$ cat src/als_cfg.svh
// constants for the alert summary status block: offsets, bit positions, resets, bounds
`ifndef ALS_CFG_SVH
`define ALS_CFG_SVH

// ------------------------------------------------------------------
// widths
// ------------------------------------------------------------------
`define ALS_SUM_W 16
`define ALS_CELL_N 14
`define ALS_AUX_N 6
`define ALS_VAL_W 16
`define ALS_CAL_N 5
`define ALS_ADDR_W 8

// ------------------------------------------------------------------
// summary bit positions
// ------------------------------------------------------------------
`define ALS_B_CONV_CELL_OVER 15
`define ALS_B_CMP_CELL_OVER 14
`define ALS_B_CONV_CELL_UNDER 13
`define ALS_B_CMP_CELL_UNDER 12
`define ALS_B_CONV_AUX_COLD 11
`define ALS_B_CMP_AUX_COLD 10
`define ALS_B_CONV_AUX_HOT 9
`define ALS_B_CMP_AUX_HOT 8
`define ALS_B_CHARGE_HIGH 7
`define ALS_B_DISCHARGE_HIGH 6
`define ALS_B_UNUSED 5
`define ALS_B_CONV_OFS_CAL 4
`define ALS_B_RAMP_OFS_CAL 3
`define ALS_B_RATIO_OFS_CAL 2
`define ALS_B_PYR_GAIN_CAL 1
`define ALS_B_RAMP_GAIN_CAL 0

// ------------------------------------------------------------------
// register byte offsets
// ------------------------------------------------------------------
`define ALS_OFS_SUMMARY 8'h00
`define ALS_OFS_IRQ_STATUS 8'h04
`define ALS_OFS_IRQ_MASK 8'h08
`define ALS_OFS_CHG_THR 8'h0C
`define ALS_OFS_DIS_THR 8'h10
`define ALS_OFS_CAL0 8'h14
`define ALS_CAL_STRIDE 8'h04

// ------------------------------------------------------------------
// reset values
// ------------------------------------------------------------------
`define ALS_RST_SUMMARY 16'h0000
`define ALS_RST_IRQ 16'h0000
`define ALS_RST_CHG_THR 16'hFFFF
`define ALS_RST_DIS_THR 16'h0000
`define ALS_RST_CAL 16'h0000

// ------------------------------------------------------------------
// calibration bounds, inclusive
// ------------------------------------------------------------------
`define ALS_CONV_OFS_MIN 16'h0000
`define ALS_CONV_OFS_MAX 16'h00FF
`define ALS_RAMP_OFS_MIN 16'h0000
`define ALS_RAMP_OFS_MAX 16'h00FF
`define ALS_RATIO_OFS_MIN 16'h0000
`define ALS_RATIO_OFS_MAX 16'h00FF
`define ALS_PYR_GAIN_MIN 16'h7000
`define ALS_PYR_GAIN_MAX 16'h9000
`define ALS_RAMP_GAIN_MIN 16'h7000
`define ALS_RAMP_GAIN_MAX 16'h9000

`endif

$ cat src/als_pkg.sv
// types shared by the alert summary status block
package als_pkg;
`include "als_cfg.svh"

   typedef logic [`ALS_CELL_N-1:0] als_cell_t;
   typedef logic [`ALS_AUX_N-1:0] als_aux_t;
   typedef logic [`ALS_VAL_W-1:0] als_val_t;

   // one acquisition's evaluated per-channel alert vectors
   typedef struct packed {
      logic acq_done;
      als_cell_t cell_over_vec;
      als_cell_t cmp_cell_over_vec;
      als_cell_t cell_under_vec;
      als_cell_t cmp_cell_under_vec;
      als_aux_t aux_cold_vec;
      als_aux_t cmp_aux_cold_vec;
      als_aux_t aux_hot_vec;
      als_aux_t cmp_aux_hot_vec;
   } als_volt_s;

   typedef struct packed {
      logic done;
      als_val_t value;
   } als_csa_s;

   typedef enum logic [2:0] {
      CAL_CONV_OFS,
      CAL_RAMP_OFS,
      CAL_RATIO_OFS,
      CAL_PYR_GAIN,
      CAL_RAMP_GAIN
   } als_cal_kind_e;

   typedef struct packed {
      logic done;
      als_cal_kind_e kind;
      als_val_t value;
   } als_cal_s;
endpackage

$ cat src/als_alert_summary.sv
// alert summary status register with avalon-mm slave and interrupt
//
// Contract
// - bit 15: OR of converter cell overvoltage
// - bit 13: OR of converter cell undervoltage
// - bit 11: OR of converter aux cold
// - bit 10: OR of comparator aux cold
// - bit 9: OR of converter aux hot
// - bit 8: OR of comparator aux hot
// - voltage summaries clear at resolved acquisition only
// - bit 7: current above charge threshold
// - bit 6: current below discharge threshold
// - current flags clear at resolved measurement only
// - bit 4: converter offset calibration fault
// - bit 3: ramp shift-amp offset calibration fault
// - bit 2: ratiometric offset calibration fault
// - bit 1: pyramid gain calibration fault
// - bit 0: ramp gain calibration fault
// - cal fault clears on in-bounds run/write
`timescale 1ns/1ps
`include "als_cfg.svh"

module als_alert_summary (
   input wire logic mclk, // 40 MHz clock
   input wire logic rst_n, // synchronous reset, active low
   input wire logic [`ALS_ADDR_W-1:0] avs_address, // byte address
   input wire logic avs_read, // read request
   input wire logic avs_write, // write request
   input wire logic [31:0] avs_writedata, // write data
   output logic [31:0] avs_readdata, // read data
   output logic avs_waitrequest, // stall
   input wire als_pkg::als_volt_s volt_in, // per-channel voltage alerts
   input wire als_pkg::als_cell_t cell_alert_en, // per-cell alert enables
   input wire als_pkg::als_aux_t aux_alert_en, // per-aux alert enables
   input wire als_pkg::als_csa_s csa_in, // current-sense result
   input wire als_pkg::als_cal_s cal_in, // calibration run result
   output logic [`ALS_SUM_W-1:0] alert_summary, // summary register
   output logic irq // level interrupt
);
   import als_pkg::*;

   // ------------------------------------------------------------------
   // functions
   // ------------------------------------------------------------------
   function automatic logic cal_in_bounds(input als_cal_kind_e kind, input als_val_t v);
      logic ok;
      ok = 1'b0;
      unique case (kind)
         CAL_CONV_OFS: begin
            ok = (v >= `ALS_CONV_OFS_MIN) && (v <= `ALS_CONV_OFS_MAX);
         end
         CAL_RAMP_OFS: begin
            ok = (v >= `ALS_RAMP_OFS_MIN) && (v <= `ALS_RAMP_OFS_MAX);
         end
         CAL_RATIO_OFS: begin
            ok = (v >= `ALS_RATIO_OFS_MIN) && (v <= `ALS_RATIO_OFS_MAX);
         end
         CAL_PYR_GAIN: begin
            ok = (v >= `ALS_PYR_GAIN_MIN) && (v <= `ALS_PYR_GAIN_MAX);
         end
         CAL_RAMP_GAIN: begin
            ok = (v >= `ALS_RAMP_GAIN_MIN) && (v <= `ALS_RAMP_GAIN_MAX);
         end
         // an unused kind code never counts as in bounds
         default: begin
            ok = 1'b0;
         end
      endcase
      return ok;
   endfunction

   // ------------------------------------------------------------------
   // registers
   // ------------------------------------------------------------------
   logic [`ALS_SUM_W-1:0] summary_reg;
   logic [`ALS_SUM_W-1:0] summary_next;
   logic [`ALS_SUM_W-1:0] irq_status_reg;
   logic [`ALS_SUM_W-1:0] irq_status_next;
   logic [`ALS_SUM_W-1:0] irq_mask_reg;
   logic [`ALS_SUM_W-1:0] irq_mask_next;
   als_val_t chg_thr_reg;
   als_val_t chg_thr_next;
   als_val_t dis_thr_reg;
   als_val_t dis_thr_next;
   als_val_t cal_value_reg [0:`ALS_CAL_N-1];
   als_val_t cal_value_next [0:`ALS_CAL_N-1];
   logic wait_reg;
   logic wait_next;
   logic [31:0] rdata_reg;
   logic [31:0] rdata_next;
   logic irq_reg;
   logic irq_next;

   // ------------------------------------------------------------------
   // bus decode
   // ------------------------------------------------------------------
   // one wait cycle: the request is seen while wait_reg is high, answered the next cycle
   wire bus_req = avs_read | avs_write;
   wire bus_accept = bus_req & wait_reg;
   wire wr_fire = avs_write & ~wait_reg;
   wire wr_status = wr_fire && (avs_address == `ALS_OFS_IRQ_STATUS);
   wire wr_mask = wr_fire && (avs_address == `ALS_OFS_IRQ_MASK);
   wire wr_chg = wr_fire && (avs_address == `ALS_OFS_CHG_THR);
   wire wr_dis = wr_fire && (avs_address == `ALS_OFS_DIS_THR);
   wire als_val_t wdata16 = avs_writedata[`ALS_VAL_W-1:0];

   assign wait_next = ~bus_accept;
   assign irq_mask_next = wr_mask ? wdata16 : irq_mask_reg;
   assign chg_thr_next = wr_chg ? wdata16 : chg_thr_reg;
   assign dis_thr_next = wr_dis ? wdata16 : dis_thr_reg;

   // ------------------------------------------------------------------
   // voltage summaries
   // ------------------------------------------------------------------
   als_cell_t cell_v [0:3];
   als_aux_t aux_v [0:3];
   logic [7:0] vsum_now;
   logic [7:0] vsum_next;

   assign cell_v[0] = volt_in.cell_over_vec;
   assign cell_v[1] = volt_in.cmp_cell_over_vec;
   assign cell_v[2] = volt_in.cell_under_vec;
   assign cell_v[3] = volt_in.cmp_cell_under_vec;
   assign aux_v[0] = volt_in.aux_cold_vec;
   assign aux_v[1] = volt_in.cmp_aux_cold_vec;
   assign aux_v[2] = volt_in.aux_hot_vec;
   assign aux_v[3] = volt_in.cmp_aux_hot_vec;

   for (genvar j = 0; j < 4; j++) begin : g_vsum
      // only enabled channels take part
      assign vsum_now[7-j] = |(cell_v[j] & cell_alert_en);
      assign vsum_now[3-j] = |(aux_v[j] & aux_alert_en);
   end

   // a bit is dropped only by an acquisition that finds every enabled channel clear
   assign vsum_next = vsum_now | (summary_reg[15:8] & {8{~volt_in.acq_done}});

   // ------------------------------------------------------------------
   // current-sense flags
   // ------------------------------------------------------------------
   wire chg_next = csa_in.done ? (csa_in.value > chg_thr_reg) :
      summary_reg[`ALS_B_CHARGE_HIGH];
   wire dis_next = csa_in.done ? (csa_in.value < dis_thr_reg) :
      summary_reg[`ALS_B_DISCHARGE_HIGH];

   // ------------------------------------------------------------------
   // calibration faults and values
   // ------------------------------------------------------------------
   logic [`ALS_CAL_N-1:0] cal_fault_next;
   logic [`ALS_CAL_N-1:0] cal_run_hit;
   logic [`ALS_CAL_N-1:0] cal_wr_hit;
   logic [`ALS_CAL_N-1:0] cal_rd_hit;
   als_val_t cal_rd_chain [0:`ALS_CAL_N];

   assign cal_rd_chain[0] = '0;

   for (genvar i = 0; i < `ALS_CAL_N; i++) begin : g_cal
      wire [`ALS_ADDR_W-1:0] cal_addr = `ALS_OFS_CAL0 + 8'(i) * `ALS_CAL_STRIDE;
      wire als_cal_kind_e kind = als_cal_kind_e'(i);
      wire fault_now = summary_reg[`ALS_B_CONV_OFS_CAL-i];
      assign cal_run_hit[i] = cal_in.done && (cal_in.kind == kind);
      assign cal_wr_hit[i] = wr_fire && (avs_address == cal_addr);
      assign cal_rd_hit[i] = avs_address == cal_addr;
      // a run overrides a host write landing in the same cycle
      assign cal_value_next[i] = cal_run_hit[i] ? cal_in.value :
         cal_wr_hit[i] ? wdata16 : cal_value_reg[i];
      assign cal_fault_next[`ALS_B_CONV_OFS_CAL-i] = cal_run_hit[i] ?
         ~cal_in_bounds(kind, cal_in.value) :
         (cal_wr_hit[i] && cal_in_bounds(kind, wdata16)) ? 1'b0 : fault_now;
      assign cal_rd_chain[i+1] = cal_rd_chain[i] | (cal_rd_hit[i] ? cal_value_reg[i] : '0);
   end

   // ------------------------------------------------------------------
   // summary assembly and interrupt
   // ------------------------------------------------------------------
   // only an in-bounds calibration write reaches the summary, clearing its fault bit; the spare bit is tied low
   assign summary_next = {vsum_next, chg_next, dis_next, 1'b0, cal_fault_next};

   // set wins over a write-one clear in the same cycle
   wire [`ALS_SUM_W-1:0] rise = summary_next & ~summary_reg;
   wire [`ALS_SUM_W-1:0] w1c = wr_status ? wdata16 : '0;
   assign irq_status_next = rise | (irq_status_reg & ~w1c);
   assign irq_next = |(irq_status_next & irq_mask_next);

   // ------------------------------------------------------------------
   // read mux
   // ------------------------------------------------------------------
   wire als_val_t rd_mux = (avs_address == `ALS_OFS_SUMMARY) ? summary_reg :
      (avs_address == `ALS_OFS_IRQ_STATUS) ? irq_status_reg :
      (avs_address == `ALS_OFS_IRQ_MASK) ? irq_mask_reg :
      (avs_address == `ALS_OFS_CHG_THR) ? chg_thr_reg :
      (avs_address == `ALS_OFS_DIS_THR) ? dis_thr_reg :
      cal_rd_chain[`ALS_CAL_N];
   assign rdata_next = (bus_accept && avs_read) ? {16'h0000, rd_mux} : rdata_reg;

   // ------------------------------------------------------------------
   // flip-flops
   // ------------------------------------------------------------------
   always_ff @(posedge mclk) begin
      if (!rst_n) begin
         summary_reg <= `ALS_RST_SUMMARY;
         irq_status_reg <= `ALS_RST_IRQ;
         irq_mask_reg <= `ALS_RST_IRQ;
         chg_thr_reg <= `ALS_RST_CHG_THR;
         dis_thr_reg <= `ALS_RST_DIS_THR;
         wait_reg <= 1'b1;
         rdata_reg <= 32'h00000000;
         irq_reg <= 1'b0;
      end else begin
         summary_reg <= summary_next;
         irq_status_reg <= irq_status_next;
         irq_mask_reg <= irq_mask_next;
         chg_thr_reg <= chg_thr_next;
         dis_thr_reg <= dis_thr_next;
         wait_reg <= wait_next;
         rdata_reg <= rdata_next;
         irq_reg <= irq_next;
      end
   end

   for (genvar i = 0; i < `ALS_CAL_N; i++) begin : g_cal_ff
      always_ff @(posedge mclk) begin
         if (!rst_n) begin
            cal_value_reg[i] <= `ALS_RST_CAL;
         end else begin
            cal_value_reg[i] <= cal_value_next[i];
         end
      end
   end

   assign avs_readdata = rdata_reg;
   assign avs_waitrequest = wait_reg;
   assign alert_summary = summary_reg;
   assign irq = irq_reg;

   // ------------------------------------------------------------------
   // assertions
   // ------------------------------------------------------------------
   conv_cell_over_a: assert property (
      @(posedge mclk) disable iff (!rst_n)
      |(volt_in.cell_over_vec & cell_alert_en) |=> summary_reg[`ALS_B_CONV_CELL_OVER])
      else $error("converter cell overvoltage summary not set");

   cmp_cell_over_a: assert property (
      @(posedge mclk) disable iff (!rst_n)
      |(volt_in.cmp_cell_over_vec & cell_alert_en) |=> summary_reg[`ALS_B_CMP_CELL_OVER])
      else $error("comparator cell overvoltage summary not set");

   conv_cell_under_a: assert property (
      @(posedge mclk) disable iff (!rst_n)
      |(volt_in.cell_under_vec & cell_alert_en) |=> summary_reg[`ALS_B_CONV_CELL_UNDER])
      else $error("converter cell undervoltage summary not set");

   cmp_cell_under_a: assert property (
      @(posedge mclk) disable iff (!rst_n)
      |(volt_in.cmp_cell_under_vec & cell_alert_en) |=> summary_reg[`ALS_B_CMP_CELL_UNDER])
      else $error("comparator cell undervoltage summary not set");

   conv_aux_cold_a: assert property (
      @(posedge mclk) disable iff (!rst_n)
      |(volt_in.aux_cold_vec & aux_alert_en) |=> summary_reg[`ALS_B_CONV_AUX_COLD])
      else $error("converter aux cold summary not set");

   cmp_aux_cold_a: assert property (
      @(posedge mclk) disable iff (!rst_n)
      |(volt_in.cmp_aux_cold_vec & aux_alert_en) |=> summary_reg[`ALS_B_CMP_AUX_COLD])
      else $error("comparator aux cold summary not set");

   conv_aux_hot_a: assert property (
      @(posedge mclk) disable iff (!rst_n)
      |(volt_in.aux_hot_vec & aux_alert_en) |=> summary_reg[`ALS_B_CONV_AUX_HOT])
      else $error("converter aux hot summary not set");

   cmp_aux_hot_a: assert property (
      @(posedge mclk) disable iff (!rst_n)
      |(volt_in.cmp_aux_hot_vec & aux_alert_en) |=> summary_reg[`ALS_B_CMP_AUX_HOT])
      else $error("comparator aux hot summary not set");

   volt_hold_a: assert property (
      @(posedge mclk) disable iff (!rst_n)
      !volt_in.acq_done |=> ((summary_reg[15:8] & $past(summary_reg[15:8]))
         == $past(summary_reg[15:8])))
      else $error("voltage summary dropped between acquisitions");

   volt_clear_a: assert property (
      @(posedge mclk) disable iff (!rst_n)
      volt_in.acq_done && !(|(volt_in.cell_over_vec & cell_alert_en))
         |=> !summary_reg[`ALS_B_CONV_CELL_OVER])
      else $error("resolved acquisition did not clear summary");

   aux_hot_clear_a: assert property (
      @(posedge mclk) disable iff (!rst_n)
      volt_in.acq_done && !(|(volt_in.cmp_aux_hot_vec & aux_alert_en))
         |=> !summary_reg[`ALS_B_CMP_AUX_HOT])
      else $error("resolved acquisition did not clear comparator aux hot summary");

   charge_flag_a: assert property (
      @(posedge mclk) disable iff (!rst_n)
      csa_in.done |=> summary_reg[`ALS_B_CHARGE_HIGH]
         == ($past(csa_in.value) > $past(chg_thr_reg)))
      else $error("charge current flag wrong after measurement");

   discharge_flag_a: assert property (
      @(posedge mclk) disable iff (!rst_n)
      csa_in.done |=> summary_reg[`ALS_B_DISCHARGE_HIGH]
         == ($past(csa_in.value) < $past(dis_thr_reg)))
      else $error("discharge current flag wrong after measurement");

   csa_hold_a: assert property (
      @(posedge mclk) disable iff (!rst_n)
      !csa_in.done |=> $stable(summary_reg[7:6]))
      else $error("current flags changed without a measurement");

   cal_run_a: assert property (
      @(posedge mclk) disable iff (!rst_n)
      cal_in.done && (cal_in.kind == CAL_CONV_OFS) |=> summary_reg[`ALS_B_CONV_OFS_CAL]
         == !cal_in_bounds(CAL_CONV_OFS, $past(cal_in.value)))
      else $error("offset calibration fault wrong after run");

   ramp_ofs_run_a: assert property (
      @(posedge mclk) disable iff (!rst_n)
      cal_in.done && (cal_in.kind == CAL_RAMP_OFS) |=> summary_reg[`ALS_B_RAMP_OFS_CAL]
         == (($past(cal_in.value) < `ALS_RAMP_OFS_MIN) ||
         ($past(cal_in.value) > `ALS_RAMP_OFS_MAX)))
      else $error("ramp offset calibration fault wrong after run");

   ratio_ofs_run_a: assert property (
      @(posedge mclk) disable iff (!rst_n)
      cal_in.done && (cal_in.kind == CAL_RATIO_OFS) |=> summary_reg[`ALS_B_RATIO_OFS_CAL]
         == (($past(cal_in.value) < `ALS_RATIO_OFS_MIN) ||
         ($past(cal_in.value) > `ALS_RATIO_OFS_MAX)))
      else $error("ratiometric offset calibration fault wrong after run");

   pyr_gain_run_a: assert property (
      @(posedge mclk) disable iff (!rst_n)
      cal_in.done && (cal_in.kind == CAL_PYR_GAIN) |=> summary_reg[`ALS_B_PYR_GAIN_CAL]
         == (($past(cal_in.value) < `ALS_PYR_GAIN_MIN) ||
         ($past(cal_in.value) > `ALS_PYR_GAIN_MAX)))
      else $error("pyramid gain calibration fault wrong after run");

   ramp_gain_run_a: assert property (
      @(posedge mclk) disable iff (!rst_n)
      cal_in.done && (cal_in.kind == CAL_RAMP_GAIN) |=> summary_reg[`ALS_B_RAMP_GAIN_CAL]
         == (($past(cal_in.value) < `ALS_RAMP_GAIN_MIN) ||
         ($past(cal_in.value) > `ALS_RAMP_GAIN_MAX)))
      else $error("ramp gain calibration fault wrong after run");

   cal_write_a: assert property (
      @(posedge mclk) disable iff (!rst_n)
      cal_wr_hit[4] && !cal_run_hit[4] && cal_in_bounds(CAL_RAMP_GAIN, wdata16)
         |=> !summary_reg[`ALS_B_RAMP_GAIN_CAL])
      else $error("in-bounds write did not clear ramp gain fault");

   cal_write_keep_a: assert property (
      @(posedge mclk) disable iff (!rst_n)
      cal_wr_hit[0] && !cal_run_hit[0] && (wdata16 > `ALS_CONV_OFS_MAX)
         |=> summary_reg[`ALS_B_CONV_OFS_CAL] == $past(summary_reg[`ALS_B_CONV_OFS_CAL]))
      else $error("out-of-bounds write changed offset calibration fault");

   spare_bit_a: assert property (
      @(posedge mclk) disable iff (!rst_n)
      !summary_reg[`ALS_B_UNUSED])
      else $error("spare summary bit set");

   bus_answer_a: assert property (
      @(posedge mclk) disable iff (!rst_n)
      bus_req && avs_waitrequest |=> !avs_waitrequest ##1 avs_waitrequest)
      else $error("bus answer not one cycle after request");

   irq_level_a: assert property (
      @(posedge mclk) disable iff (!rst_n)
      ##1 irq == |($past(irq_status_next) & $past(irq_mask_next)))
      else $error("interrupt does not follow masked status");

   status_set_a: assert property (
      @(posedge mclk) disable iff (!rst_n)
      $rose(summary_reg[`ALS_B_CONV_CELL_OVER]) |-> irq_status_reg[`ALS_B_CONV_CELL_OVER])
      else $error("rising summary bit did not set its status bit");
endmodule

$ cat config.mk
export PLATFORM = sky130hd
export DESIGN_NAME = als_alert_summary
export DESIGN_NICKNAME = d
export VERILOG_FILES = /design/src/als_pkg.sv /design/src/als_alert_summary.sv
export VERILOG_INCLUDE_DIRS = /design/src
export SDC_FILE = /design/constraint.sdc
export NUM_CORES = 1
export LEC_CHECK = 0
export BUFFER_PORTS_ARGS = -buffer_cell sky130_fd_sc_hd__buf_2
export CAP_MARGIN = 10
export CORE_MARGIN = 5
export CORE_UTILIZATION = 45
export DETAILED_ROUTE_END_ITERATION = 10
export PLACE_DENSITY = 0.74
export SLEW_MARGIN = 25
export SYNTH_ARGS = -nofsm -noshare
export SYNTH_HDL_FRONTEND = slang
export SYNTH_SLANG_ARGS = --single-unit
$ cat constraint.sdc
create_clock -name mclk -period 2.5 [get_ports mclk]
set_input_delay 0.375 -clock mclk [delete_from_list [all_inputs] [get_ports mclk]]
set_output_delay 0.375 -clock mclk [all_outputs]
set_load 0.02 [all_outputs]
==> impl_metrics.toml <==
[pwr]
finalPower_w = 0.00654
p_leak_nw = 5.08
netSwitchingPower_w = 0.00187
power_frac_seq_pct = 45.5
netSwitchingFraction_pct = 28.5
clockPowerShare_pct = 40.2
vdd_drop_max_mv = 0.425
p_per_area_mw_per_mm2 = 538
comb_power_share_pct = 14.3
intPower_w = 0.00468

[clock_tree]
cts_tree = "built"
cts_max_path_buffers = 2
postCtsSetupRepairBufs = 0
root_buffer = "clkbuf_16"
clk_latency_ns = 0.43
hold_buffers = 0
h-tree-depth = 4
numCtsBuffers = 17
path_clk_slew_ns = 0.07
cts_resized = 0
cts.sinks = 177

[floorplan]
dieWidth_um = 158
rows = 54
core-area_sq_mm = 0.0216
die_y_um = 158
start_util_pct = 45.4
ioPinCount = 232
die-area_sq_mm = 0.0248

[finish]
largest_reg_flops = 80
final_nets = 1607
stdcell_count = 1688
layout-drive-gt1-share_pct = 25.7
synthToLayoutAreaGrowth_pct = 23.9
fill_cells = 1995

[place]
port_buffers = 198
dp_slack_ns = -0.0901
place_hpwl_um = 28800
placed_cells = 1655
globalplace.congestion = 1.00

[timing]
final_max_slew_viol_count = 0
post-route-period-util_pct = 96.5
slew_headroom_pct = 53.8
hold_viol_final = 0
finalSetupViolCount = 0
layout_setup_ws_ns = 0.0876
fin_setup_tns_ns = 0
period_needed_ns = 2.41
max_clock_freq_ghz = 0.415
rsz0062_at_grt = "no"
skew_ns = 0.00665
tightest_slew_ns = 0.693

[logic_synthesis]
yosysSeqAreaShare_pct = 36.1
ys_ff_latch = 177
synth_edf_count = 0
synth_top_area_cell = "dfxtp_1"
synth_ff_type = "dfxtp_1"
async_reset_ff_share_pct = 0
postSynthCellCount = 1164
synth_common_cells = "dfxtp_1, nor2_1, nand2_1, mux2i_1, clkbuf_1"
yosysMostFrequentCell = "dfxtp_1"
synth_top_area_share_pct = 36.1
ys_warn_count = 0
synth_cell_types = 75
synthTopCellsByArea = "dfxtp_1, mux2i_1, nor2_1, a211oi_1, nand2_1"
avgSynthCellArea_sq_um = 8.43
synth_area_sq_mm = 0.00981

[worst_setup_path]
worstPathCellList = "inv_1 > ha_1 > nand4_1 > or4_1 > a21o_1 > a31oi_2 > a22oi_2 > nand2b_1 > o211ai_1"
timing.reg2reg.setup_slack_ns = 0.09
crit_cells = 9
start_kind = "flop"
setup.worst_path.class = "flop to flop"
cp_data_required_time_ns = 2.85
worstPathBufferInverterCount = 1
reg2reg_to = "irq$_SDFF_PN0_"
rr_startpoint = "chg_thr_reg[12]$_SDFFE_PN1P_"
crit_path_max_fanout = 3
reg2reg_depth = 9
cp_slowest_stage_delay_ns = 0.56
cp-end-kind = "flop"
arrival_ns = 2.77
slowest_stage = "or4_1"
cp_top_family = "simple AND/OR/NAND/NOR gates"

[min_path]
min_delay_worst_endpoint = "avs_waitrequest$_SDFF_PN1_"
worstHoldPathType = "input pin to flop"
min-delay-start = "avs_read"
worstHoldPathCells = 2

[route]
drcViolationCount = 0
wl_per_cell_um = 22.3
drtIter0Drc = 1257
routed_wl_um = 37700
ant_nets = 0
via_count = 10453
viasPerCell = 6.19
firstDrtPassIters = 6

[global_routing]
grt_overflow_total = 0
grt_pass1_wl_um = 56600
grt_pass1_vias = 9890
track_usage_pct = 29.4
grt_max_degree = 58
grt_antenna_before_repair = 1

[flow_run]
max_cap_violations = 0

[status]
status = "finished clean"
-- power by group through the flow --
stage          sequential [W]  clock (W)  combinational, W
2_1_floorplan         0.00305          0          0.000469
3_3_place_gp          0.00304          0          0.000892
3_5_place_dp          0.00304          0          0.000914
4_1_cts               0.00297    0.00263          0.000917
5_1_grt               0.00298    0.00276           0.00101
6_report              0.00298    0.00263          0.000935
-- worst max path at each step --
stage                                       from  slack, ns             end
finish              chg_thr_reg[12]$_SDFFE_PN1P_       0.09  irq$_SDFF_PN0_
global route        chg_thr_reg[10]$_SDFFE_PN1P_     0.0008  irq$_SDFF_PN0_
CTS                 chg_thr_reg[12]$_SDFFE_PN1P_       0.08  irq$_SDFF_PN0_
global placement                       cal_in[8]      -0.04  irq$_SDFF_PN0_
detailed placement                avs_address[1]      -0.09  irq$_SDFF_PN0_
floorplan                             cal_in[11]       0.21  irq$_SDFF_PN0_
-- cell type report --
cell class	instances	area, sq um	share of cell area (%)
well taps	280	350	2.88
repair buffers	304	1890	15.5
multi-input cells	849	5640	46.4
flip-flops and latches	177	3540	29.1
clock buffers	20	437	3.59
inverters	45	171	1.41
clock inverters	12	126	1.04
diodes	1	2.50	0.0206
-- cells by family (layout without fill, tap and decap cells) --
logic type	count (synthesis)	in the layout	synth area share (%)
AOI/OAI and AO/OA	352	352	25.8
adders and majority gates	31	31	3.95
buffers and inverters	154	381	7.28
DFF	177	177	36.1
muxes	100	100	10.2
other	1	18	0.0382
and+or+nand+nor	349	349	16.6
-- per-stage QoR --
step | area [sq um] | utilization [%] | hold WS [ns]
floorplan | 9870 | - | 0.451
global placement | 11600 | 53.6 | 0.441
detailed placement | 11600 | 53.6 | 0.459
CTS | 12100 | 56.2 | 0.171
global route | 12200 | 56.2 | 0.164
finish | 12200 | 56.2 | 0.177
-- worst reg2reg max path, cell delays in order, from the launching register on --
cell and delay [ns]:
dfxtp_1 0.39, inv_1 0.14, ha_1 0.31, nand4_1 0.11
or4_1 0.56, a21o_1 0.18, a31oi_2 0.25, a22oi_2 0.13
nand2b_1 0.18, o211ai_1 0.08
-- metal layers --
| layer | global-route usage (%) | up-vias | part of all wire [%] |
|---|---|---|---|
| li1 | - | 4768 | - |
| met1 | 38.9 | 4926 | 39 |
| met2 | 47.1 | 650 | 46 |
| met3 | 5.08 | 107 | 10 |
| met4 | 12.9 | 2 | 4.6 |
| met5 | 0 | - | 0.029 |
-- cell usage in the layout (no fill, tap or decap), types with 8 or more instances in the layout --
cell	n
a211oi_1	63
a21oi_1	42
a221oi_1	18
a222oi_1	11
a22oi_1	49
a311oi_1	21
buf_12	8
buf_2	198
buf_4	98
clkbuf_16	17
conb_1	17
dfxtp_1	177
ha_1	31
inv_1	44
mux2i_1	97
nand2_1	107
nand3_1	14
nand4_1	10
nor2_1	148
nor3_1	10
o211ai_1	32
o21ai_0	45
o22ai_1	12
Power figures use the tool's default switching activity.
